**src/common/cps_pkg.sv**
```systemverilog
// Purpose: Shared constants and types of the converter protection supervisor
// Assumes: 10 MHz core clock, comparator results synchronous to it
// Notes:   Filter times are kept in microseconds, cycle counts derive from them; the restart pause is in cycles

package cps_pkg;

  // Clock rate
  localparam int unsigned CLK_MHZ = 10;

  // Boost overvoltage filter: level must hold this long before stop
  localparam int unsigned BOOST_OVP_US = 100;
  localparam logic [9:0]  BOOST_OVP_CYC = 10'(BOOST_OVP_US * CLK_MHZ);

  // Output overvoltage filter: switching cycles and least delay
  localparam logic [3:0]  OVP_CYCLES = 4'h000b;
  localparam int unsigned OVP_MIN_US = 75;
  localparam logic [9:0]  OVP_MIN_CYC = 10'(OVP_MIN_US * CLK_MHZ);

  // Thermistor low readings in a row that trip the external protection
  localparam logic [2:0]  NTC_LOW_COUNT = 3'h0004;

  // Pause before a safe restart recharges the supply
  localparam logic [8:0]  RESTART_CYC = 9'h01f4;

  // Widths
  localparam int unsigned BOOST_TMR_W = 10;
  localparam int unsigned OVP_TMR_W = 10;
  localparam int unsigned RESTART_W = 9;

  // Supervisor states
  typedef enum logic [2:0] {
    CPS_OFF     = 3'b000,
    CPS_RUN     = 3'b001,
    CPS_PROTECT = 3'b010,
    CPS_RESTART = 3'b011
  } cps_state_e;

endpackage : cps_pkg

```
**src/logic/cps_ovp_filter.sv**
```systemverilog
// Purpose: Output overvoltage filter counting high switching cycles
// Assumes: cycle_end pulses once per half-bridge switching cycle
// Notes:   Trip needs both the cycle count and the least delay time

`timescale 1ns/1ns

module cps_ovp_filter
  import cps_pkg::*;
(
  // Clock and reset
  input  wire logic clk,
  input  wire logic rstn,
  input  wire logic ce,
  // Sense
  input  wire logic enable,
  input  wire logic cycle_end,
  input  wire logic out_high,
  // Result
  output logic      trip
);

  typedef struct packed {
    logic [3:0]           cnt;
    logic [OVP_TMR_W-1:0] tmr;
    logic                 trip;
  } cps_ovp_s;

  cps_ovp_s st;
  cps_ovp_s next_st;

  // Count high cycles, time from the first one
  always_comb begin
    next_st = st;
    if (!enable) begin
      next_st = '0;
    end else begin
      if (st.cnt != 4'h0000 && st.tmr != OVP_MIN_CYC) begin
        next_st.tmr = st.tmr + 10'h0001;
      end
      if (cycle_end) begin
        if (!out_high) begin
          next_st.cnt = 4'h0000;
          next_st.tmr = '0;
        end else if (st.cnt != OVP_CYCLES) begin
          next_st.cnt = st.cnt + 4'h0001;
        end
      end
      // Jitter of one cycle comes from sampling on cycle_end only
      next_st.trip = (next_st.cnt == OVP_CYCLES) && (next_st.tmr == OVP_MIN_CYC);
    end
  end

  // State register
  always_ff @(posedge clk or negedge rstn) begin
    if (!rstn) begin
      st <= '0;
    end else if (ce) begin
      st <= next_st;
    end
  end

  assign trip = st.trip;
endmodule : cps_ovp_filter

```
**src/logic/cps_supervisor.sv**
```systemverilog
// Purpose: Protection supervisor for a PFC plus half-bridge converter
// Assumes: Every comparator input is a level synchronous to clk
// Notes:   Deep supply collapse resets the supervisor register except the system reset flag, which it sets; the overvoltage filter clears one cycle later

`timescale 1ns/1ns

// Function
// - Halt below 9 V, reset at 3.5 V
// - Burst idle: startup source regulates 14-14.9 V
// - Temperature faults latch, or restart safely
// - Boost sense above 2 V clears latch
// - Above 150 C stop PFC, pull boost low
// - Mains pin alternates mains and thermistor halves
// - Source 200 uA; four low readings trip
// - Brownin at 5.75 uA, brownout at 5 uA
// - Boost over 2.63 V 100 us stops PFC
// - PFC waits for boost above 0.5 V
// - Current sense 0.5 V ends PFC pulse
// - Start 19.1 V, 0.7 V hysteresis, stop 13.2 V
// - Half-bridge needs 11 V regulated, stops 9 V
// - High-side supply under 7 V stops driver
// - Half-bridge stops 1.6 V low-side, restarts 2.3 V
// - Output sense over 3.5 V stops, protects
// - About eleven high cycles trip overvoltage
// - Overvoltage delay at least 75 us
// - Output sense pin also sets burst rate
module cps_supervisor
  import cps_pkg::*;
(
  // Clock, reset, enable
  input  wire logic clk,
  input  wire logic rstn,
  input  wire logic ce,
  // Variant strap: high selects safe restart instead of latching
  input  wire logic safe_restart_sel,
  // IC supply comparators
  input  wire logic ic_supply_above_19v1,
  input  wire logic ic_supply_below_18v4,
  input  wire logic ic_supply_above_14v9,
  input  wire logic ic_supply_below_14v,
  input  wire logic ic_supply_below_13v2,
  input  wire logic ic_supply_below_9v,
  input  wire logic ic_supply_below_3v5,
  // Regulated and high-side supply comparators
  input  wire logic regulated_supply_above_11v,
  input  wire logic regulated_supply_below_9v,
  input  wire logic high_side_supply_below_7v,
  // Mains sense
  input  wire logic mains_half_end,
  input  wire logic mains_above_5u75,
  input  wire logic mains_below_5u,
  input  wire logic mains_ntc_below_2v,
  // Boost sense comparators
  input  wire logic boost_above_2v63,
  input  wire logic boost_below_2v53,
  input  wire logic boost_above_2v3,
  input  wire logic boost_above_2v,
  input  wire logic boost_below_1v6,
  input  wire logic boost_above_0v5,
  // Current, temperature, output sense
  input  wire logic current_above_0v5,
  input  wire logic temp_above_150c,
  input  wire logic output_above_3v5,
  // Half-bridge timing from the switching logic
  input  wire logic hb_cycle_end,
  input  wire logic hb_low_side_on,
  input  wire logic burst_idle,
  // Supervisor outputs
  output logic      system_reset,
  output logic      high_voltage_startup_source_on,
  output logic      mains_ntc_mode,
  output logic      ntc_source_on,
  output logic      pfc_enable,
  output logic      pfc_gate_off,
  output logic      pfc_soft_start,
  output logic      hb_enable,
  output logic      hs_drive_enable,
  output logic      boost_pull_down,
  output logic      protect_latched,
  output logic      safe_restart
);

  typedef struct packed {
    cps_state_e             state;
    logic                   sys_rst;
    logic                   hv_on;
    logic                   mains_ntc;
    logic [2:0]             ntc_cnt;
    logic                   brown_ok;
    logic                   boost_ovp;
    logic [BOOST_TMR_W-1:0] boost_tmr;
    logic                   soft_start;
    logic                   reg_ok;
    logic                   hb_boost_ok;
    logic [RESTART_W-1:0]   restart_tmr;
    logic                   restart_pulse;
    logic                   pfc_en;
    logic                   hb_en;
    logic                   hs_en;
    logic                   pull_down;
  } cps_sup_s;

  cps_sup_s st;
  cps_sup_s next_st;

  logic ovp_trip;
  logic ext_otp;
  logic fault;
  logic latch_clear;

  // Output overvoltage filter, shared pin also sets burst rate externally
  cps_ovp_filter u_ovp (
    .clk       (clk),
    .rstn      (rstn),
    .ce        (ce),
    .enable    (st.hb_en),
    .cycle_end (hb_cycle_end),
    .out_high  (output_above_3v5),
    .trip      (ovp_trip)
  );

  // Fault sources and latch release
  assign ext_otp = st.mains_ntc && mains_half_end && mains_ntc_below_2v
                   && (st.ntc_cnt == NTC_LOW_COUNT - 3'h0001);
  assign fault = temp_above_150c || ext_otp || ovp_trip;
  // Supply or mains collapse, or a tester lifting boost sense, frees the latch
  assign latch_clear = ic_supply_below_9v || mains_below_5u || boost_above_2v;

  // Next-state logic
  always_comb begin
    next_st = st;
    next_st.soft_start = 1'b0;
    next_st.restart_pulse = 1'b0;
    next_st.sys_rst = 1'b0;

    // Mains pin time sharing, one half-cycle each
    if (mains_half_end) begin
      next_st.mains_ntc = !st.mains_ntc;
      if (st.mains_ntc) begin
        if (!mains_ntc_below_2v || ext_otp) begin
          next_st.ntc_cnt = 3'h0000;
        end else begin
          next_st.ntc_cnt = st.ntc_cnt + 3'h0001;
        end
      end
    end

    // Brownin and brownout hysteresis
    if (mains_above_5u75) begin
      next_st.brown_ok = 1'b1;
    end else if (mains_below_5u) begin
      next_st.brown_ok = 1'b0;
    end

    // Boost overvoltage: filter the rise, release with soft start
    if (st.boost_ovp) begin
      next_st.boost_tmr = '0;
      if (boost_below_2v53) begin
        next_st.boost_ovp = 1'b0;
        next_st.soft_start = 1'b1;
      end
    end else if (boost_above_2v63) begin
      if (st.boost_tmr == BOOST_OVP_CYC) begin
        next_st.boost_ovp = 1'b1;
      end else begin
        next_st.boost_tmr = st.boost_tmr + 10'h0001;
      end
    end else begin
      next_st.boost_tmr = '0;
    end

    // Regulated supply window for the half-bridge
    if (regulated_supply_above_11v) begin
      next_st.reg_ok = 1'b1;
    end else if (regulated_supply_below_9v) begin
      next_st.reg_ok = 1'b0;
    end

    // Boost undervoltage only acts in a low-side phase
    if (boost_above_2v3) begin
      next_st.hb_boost_ok = 1'b1;
    end else if (boost_below_1v6 && hb_low_side_on) begin
      next_st.hb_boost_ok = 1'b0;
    end

    // Supervisor sequence
    case (st.state)
      CPS_OFF: begin
        next_st.hv_on = 1'b1;
        if (ic_supply_above_19v1) begin
          next_st.state = CPS_RUN;
          next_st.hv_on = 1'b0;
        end
      end
      CPS_RUN: begin
        if (burst_idle) begin
          // Keep supply up through long burst pauses
          if (ic_supply_below_14v) begin
            next_st.hv_on = 1'b1;
          end else if (ic_supply_above_14v9) begin
            next_st.hv_on = 1'b0;
          end
        end else if (!st.hb_en) begin
          // Fed by the startup source while not switching
          if (ic_supply_below_18v4) begin
            next_st.hv_on = 1'b1;
          end else if (ic_supply_above_19v1) begin
            next_st.hv_on = 1'b0;
          end
        end else begin
          next_st.hv_on = 1'b0;
        end
        if (ic_supply_below_13v2) begin
          next_st.state = CPS_OFF;
        end else if (fault) begin
          next_st.hv_on = 1'b0;
          next_st.restart_tmr = '0;
          next_st.state = safe_restart_sel ? CPS_RESTART : CPS_PROTECT;
        end
      end
      CPS_PROTECT: begin
        // Source stays off so the supply decays
        next_st.hv_on = 1'b0;
        if (latch_clear) begin
          next_st.state = CPS_OFF;
        end
      end
      CPS_RESTART: begin
        next_st.hv_on = 1'b0;
        if (st.restart_tmr == RESTART_CYC) begin
          next_st.state = CPS_OFF;
          next_st.restart_pulse = 1'b1;
        end else begin
          next_st.restart_tmr = st.restart_tmr + 9'h0001;
        end
      end
      default: begin
        next_st.state = CPS_OFF;
      end
    endcase

    // Supply undervoltage halts everything
    if (ic_supply_below_9v) begin
      next_st.state = CPS_OFF;
    end

    // Switch enables from the chosen next state
    next_st.pull_down = temp_above_150c;
    next_st.pfc_en = (next_st.state == CPS_RUN) && next_st.brown_ok && boost_above_0v5
                     && !next_st.boost_ovp && !temp_above_150c;
    next_st.hb_en = (next_st.state == CPS_RUN) && next_st.reg_ok && next_st.hb_boost_ok
                    && !temp_above_150c;
    next_st.hs_en = next_st.hb_en && !high_side_supply_below_7v;

    // Deep collapse: full system reset wins over all
    if (ic_supply_below_3v5) begin
      next_st = '0;
      next_st.sys_rst = 1'b1;
    end
  end

  // State register, frozen while ce is low
  always_ff @(posedge clk or negedge rstn) begin
    if (!rstn) begin
      st <= '0;
    end else if (ce) begin
      st <= next_st;
    end
  end

  // Outputs from flip-flops except the pulse-by-pulse current limit
  assign system_reset = st.sys_rst;
  assign high_voltage_startup_source_on = st.hv_on;
  assign mains_ntc_mode = st.mains_ntc;
  assign ntc_source_on = st.mains_ntc;
  assign pfc_enable = st.pfc_en;
  // Combinational so the switch opens within the present cycle
  assign pfc_gate_off = current_above_0v5 || !st.pfc_en;
  assign pfc_soft_start = st.soft_start;
  assign hb_enable = st.hb_en;
  assign hs_drive_enable = st.hs_en;
  assign boost_pull_down = st.pull_down;
  assign protect_latched = (st.state == CPS_PROTECT);
  assign safe_restart = st.restart_pulse;
endmodule : cps_supervisor

```
**config.mk**
```make
export PLATFORM = sky130hd
export DESIGN_NAME = cps_supervisor
export DESIGN_NICKNAME = d
export VERILOG_FILES = /design/src/common/cps_pkg.sv /design/src/logic/cps_ovp_filter.sv /design/src/logic/cps_supervisor.sv
export SDC_FILE = /design/constraint.sdc
export NUM_CORES = 1
export LEC_CHECK = 0
export BUFFER_PORTS_ARGS = -buffer_cell sky130_fd_sc_hd__buf_4
export CAP_MARGIN = 20
export CORE_MARGIN = 2
export CORE_UTILIZATION = 52
export DETAILED_ROUTE_END_ITERATION = 16
export GPL_TIMING_DRIVEN = 0
export PLACE_DENSITY = 0.8
export SYNTH_ARGS = -nofsm -noshare
export SYNTH_HDL_FRONTEND = slang
export SYNTH_SLANG_ARGS = --single-unit
```
**constraint.sdc**
```tcl
create_clock -name clk -period 2.05 [get_ports clk]
set_input_delay 0.1025 -clock clk [delete_from_list [all_inputs] [get_ports clk]]
set_output_delay 0.1025 -clock clk [all_outputs]
set_load 0.01 [all_outputs]
```
==> flow_summary_export.csv <==
group,metric,value,unit
power,power_frac_seq,50.3,%
timing,final_period_demand_of_the_worst_path,2.158,ns
yosys,synth-async-reset-ratio,100.0,%
power,power.internal,1.645,mW
yosys,ys_seq_elements,53,
yosys,part_of_the_yosys_area_used_for_sequential_elements,41.60,%
clocking,cts.htree.levels,2,
worst_setup_path,setup.worst_path.class,"reg -> reg",
yosys,synth_edf_count,0,
cells_and_area,area_growth,21.27,%
grt,grtUsageTotal,23.96,%
cells_and_area,antennaDiodeCount,0,
yosys,synth_top_area_cell,"sky130_fd_sc_hd__dfrtp_1",
power,leakage_power_summed_over_all_cells,1.627,nW
worst_setup_path,timing.critical_path.fanout_max,10,
floorplanning,num_io_pins,42,
worst_setup_path,timing.critical_path.max_delay_family,"simple AND/OR/NAND/NOR gates",
yosys,synth_top_cells_by_area,"sky130_fd_sc_hd__dfrtp_1, sky130_fd_sc_hd__o21ai_0, sky130_fd_sc_hd__ha_1, sky130_fd_sc_hd__nand2_1, sky130_fd_sc_hd__nor2_1",
timing,setup_violations,2,
floorplanning,chipHeight,82.30,um
power,power.switching,0.5080,mW
route,drc,0,
timing,final_total_negative_setup_slack,-0.1408,ns
cells_and_area,layout.cell_area.non_filler,0.003866,mm2
grt,antenna_found_initial,0,
hold_path,hold_crit_path_type,"in -> reg",
outcome,status,"finished, violations left",
clocking,clock-root-buffer,"sky130_fd_sc_hd__clkbuf_8",
yosys,postSynth.topFlopCell,"sky130_fd_sc_hd__dfrtp_1",
yosys,count_of_different_cell_masters_after_synthesis,60,
floorplanning,core_area,0.005921,mm2
timing,worst-slew-pin-transition,0.6833,ns
outcome,failed_checks,"setup timing",
place,place.detailed.instances,474,
clocking,number_of_sinks_handled_by_clock_tree_synthesis,53,
grt,first_global_vias,2752,
yosys,syn-cell-area,0.003188,mm2
clocking,cts_max_path_buffers,2,
route,detail_route.first_pass.iterations,5,
route,route.antenna.remaining_nets,0,
timing,timing.fmax,463.5,MHz
timing,final.period_utilization,105.2,%
cells_and_area,final.fill_count,473,
yosys,postSynthCellCount,358,
cells_and_area,drive_above_1_share,19.90,%
clocking,worstSkewPairLatency,0.32,ns
cells_and_area,fin_nets,456,
worst_setup_path,cp_cell_sequence,"inv_1 -> ha_1 -> nor3b_4 -> or4_1 -> a21boi_1 -> nand4_1 -> o31ai_1",
place,area_after_detailed_placement,0.003590,mm2
power,power_density,556.9,mW/mm2
yosys,postSynthAreaPerCell,8.905,um2
power,combPwrFrac,10.3,%
timing,slew-limit-headroom,54.44,%
route,drt-vias-per-instance,6.230,
timing,finalMaxSlewViolations,0,
worst_setup_path,crit_required,2.27,ns
yosys,yosysTopAreaCellShare,41.60,%
timing,hold_viol_final,0,
run,cap_violations,0,
power,power.clock.fraction,39.3,%
timing,whs,0.05347,ns
power,vdd_ir_drop_max,0.0003310,V
timing,final.setup.worst_slack,-0.1076,ns
place,globalplace.congestion,0.8852,
grt,pin_count_of_the_biggest_net_entering_global_routing,54,
clocking,tritoncts.num_buffers,5,
cells_and_area,instances_no_fill,492,
floorplanning,die_width,82.30,um
worst_setup_path,cpPeakStageDelay,0.50,ns
floorplanning,die_area,0.006773,mm2
power,power.share.switching,23.59,%
worst_setup_path,critPathArrivalTime,2.37,ns
route,via_count,3065,
grt,grt_pass1_wl,12560,um
clocking,clk_pin_slew_worst_paths,0.10,ns
yosys,yosys_warnings,0,
worst_setup_path,cp-end-kind,"flip-flop",
route,detailed_route_wl,8244,um
route,drt-initial-drc-count,223,
place,io_buffer_count,41,
worst_setup_path,critPathBufInv,1,
floorplanning,num_rows,28,
clocking,clock_tree_from_tritoncts,"yes",
route,wl_per_cell,16.76,um
yosys,post_synth_net_total,398,
place,detailedPlacementHpwl,5681,um
worst_setup_path,worst_setup_path_start_kind,"flip-flop",
grt,overflow,0,
timing,fin_worst_skew,0.01589,ns
floorplanning,effective_utilization_at_floorplan,53.85,%
timing,grt_setup_unrepaired,"yes",
worst_setup_path,timing.critical_path.slowest_stage_cell,"sky130_fd_sc_hd__or4_1",
through the flow:
step	setup slack, ns	util [%]	total power [mW]
after floorplan	-0.06095	-	1.193
after global placement	-0.2606	60.63	1.311
after detailed placement	-0.2626	60.63	1.317
after CTS	-0.1559	63.82	2.161
after global routing	-0.2886	65.30	2.240
final	-0.1076	65.30	2.153
worst register-to-register path: stages (launching register included):
cell	delay [ns]
sky130_fd_sc_hd__dfrtp_1	0.44
sky130_fd_sc_hd__inv_1	0.11
sky130_fd_sc_hd__ha_1	0.22
sky130_fd_sc_hd__nor3b_4	0.19
sky130_fd_sc_hd__or4_1	0.50
sky130_fd_sc_hd__a21boi_1	0.24
sky130_fd_sc_hd__nand4_1	0.14
sky130_fd_sc_hd__o31ai_1	0.22
state kept, by name, summed over array words and instances (netlist names):
signal                          count
u_ovp.st                           14
pfc_soft_start                      1
mains_ntc_mode                      1
system_reset                        1
u_ovp.trip                          1
hs_drive_enable                     1
hb_enable                           1
pfc_enable                          1
st                                 29
boost_pull_down                     1
safe_restart                        1
high_voltage_startup_source_on      1
path summary, 6_finish.rpt:
check | start | end | slack, ns | cells past startpoint
worst max register to register | u_ovp.st[11] | u_ovp.trip | -0.11 | 7
worst min register to register | st[12] | st[12] | 0.50 | 1
worst min-delay path | high_side_supply_below_7v | hs_drive_enable | 0.05 | 3
min in group asynchronous | rstn | hb_enable | 0.36 | 2
max in group asynchronous | rstn | u_ovp.st[2] | 1.20 | 2
worst max-delay path | u_ovp.st[11] | u_ovp.trip | -0.11 | 7
power by group through the flow:
stage                     Sequential, mW  Combinational, mW  Clock (mW)
after global placement              1.10              0.209           0
after floorplan                     1.10             0.0894           0
after CTS                           1.08              0.217       0.861
after detailed placement            1.10              0.214           0
after global routing                1.09              0.247       0.906
final                               1.08              0.222       0.847
synth_stat cells, drive strengths merged (2+ instances only):
master,number
a21oi,14
and3,3
nand4,9
nand3b,4
nor3,10
buf,4
and3b,2
nand3,20
nor2b,6
o21a,2
o2bb2ai,6
a21o,2
a31oi,3
xnor2,3
nand2,32
nor4,2
nor2,28
a22o,7
inv,21
o22ai,2
o41ai,3
or3,2
and2,5
o21ai,46
or3b,2
mux2,3
clkbuf,6
ha,10
o211ai,3
o31ai,7
or4,4
nand2b,6
dfrtp,53
or4b,3
nand4b,4
mux2i,3
a32o,2
kinds of logic after synthesis:
kind of cell / synth area share (%)
buf+inv: 4.513
fa+ha+maj: 3.925
flops: 41.60
compound gates: 22.29
xor+xnor: 1.099
mux: 2.002
simple gates: 24.57
layout by cell type, fill, tap and decap left out, types with 3 or more instances in the layout:
master,Yosys,layout
sky130_fd_sc_hd__o211ai_1,3,3
sky130_fd_sc_hd__nor3_1,10,10
sky130_fd_sc_hd__nor2b_1,6,6
sky130_fd_sc_hd__nand2_1,32,31
sky130_fd_sc_hd__a21oi_1,14,13
sky130_fd_sc_hd__nand2b_1,6,6
sky130_fd_sc_hd__buf_4,1,50
sky130_fd_sc_hd__dfrtp_1,53,52
sky130_fd_sc_hd__o2bb2ai_1,6,6
sky130_fd_sc_hd__clkbuf_1,5,5
sky130_fd_sc_hd__inv_1,21,20
sky130_fd_sc_hd__o31ai_1,6,5
sky130_fd_sc_hd__and2_1,5,5
sky130_fd_sc_hd__xnor2_1,3,3
sky130_fd_sc_hd__nand3b_1,4,4
sky130_fd_sc_hd__nand4_1,9,9
sky130_fd_sc_hd__clkbuf_8,1,6
sky130_fd_sc_hd__nor2_1,28,28
sky130_fd_sc_hd__a22o_1,7,7
sky130_fd_sc_hd__or4_1,4,3
sky130_fd_sc_hd__mux2_2,3,3
sky130_fd_sc_hd__nand3_1,20,19
sky130_fd_sc_hd__a31oi_1,3,3
sky130_fd_sc_hd__buf_6,1,3
sky130_fd_sc_hd__and3_1,3,3
sky130_fd_sc_hd__nand4b_1,4,4
sky130_fd_sc_hd__o21ai_0,46,44
sky130_fd_sc_hd__ha_1,10,10
final cells by class:
type | count | area [um2] | share of cell area, %
clock buffers | 5 | 68.82 | 1.780
repair buffers | 51 | 389.1 | 10.06
inverters | 22 | 85.08 | 2.201
clock inverters | 3 | 65.06 | 1.683
well taps | 75 | 93.84 | 2.427
multi-input cells | 273 | 1769 | 45.76
flip-flops and latches | 53 | 1328 | 34.34
plain buffers | 10 | 67.56 | 1.748
timing repair:
| action | 4_1_cts | 5_1_grt |
|---|---|---|
| hold buffers | 1 | 0 |
| pin swaps | 3 | 8 |
| gates cloned | 0 | 0 |
| setup buffers | 5 | 4 |
| endpoints found under the hold margin | 53 | 0 |
| resized for setup | 4 | 15 |
| endpoints found under the setup margin | 5 | 17 |
per-layer routing:
| layer | GRT usage [%] | share of wire [%] | vias up |
|---|---|---|---|
| li1 | - | - | 1437 |
| met1 | 31.57 | 45 | 1498 |
| met2 | 39.84 | 48 | 108 |
| met3 | 4.565 | 5.4 | 22 |
| met4 | 7.500 | 2.3 | 0 |
| met5 | 0 | 0 | - |
Power figures use the tool's default switching activity.
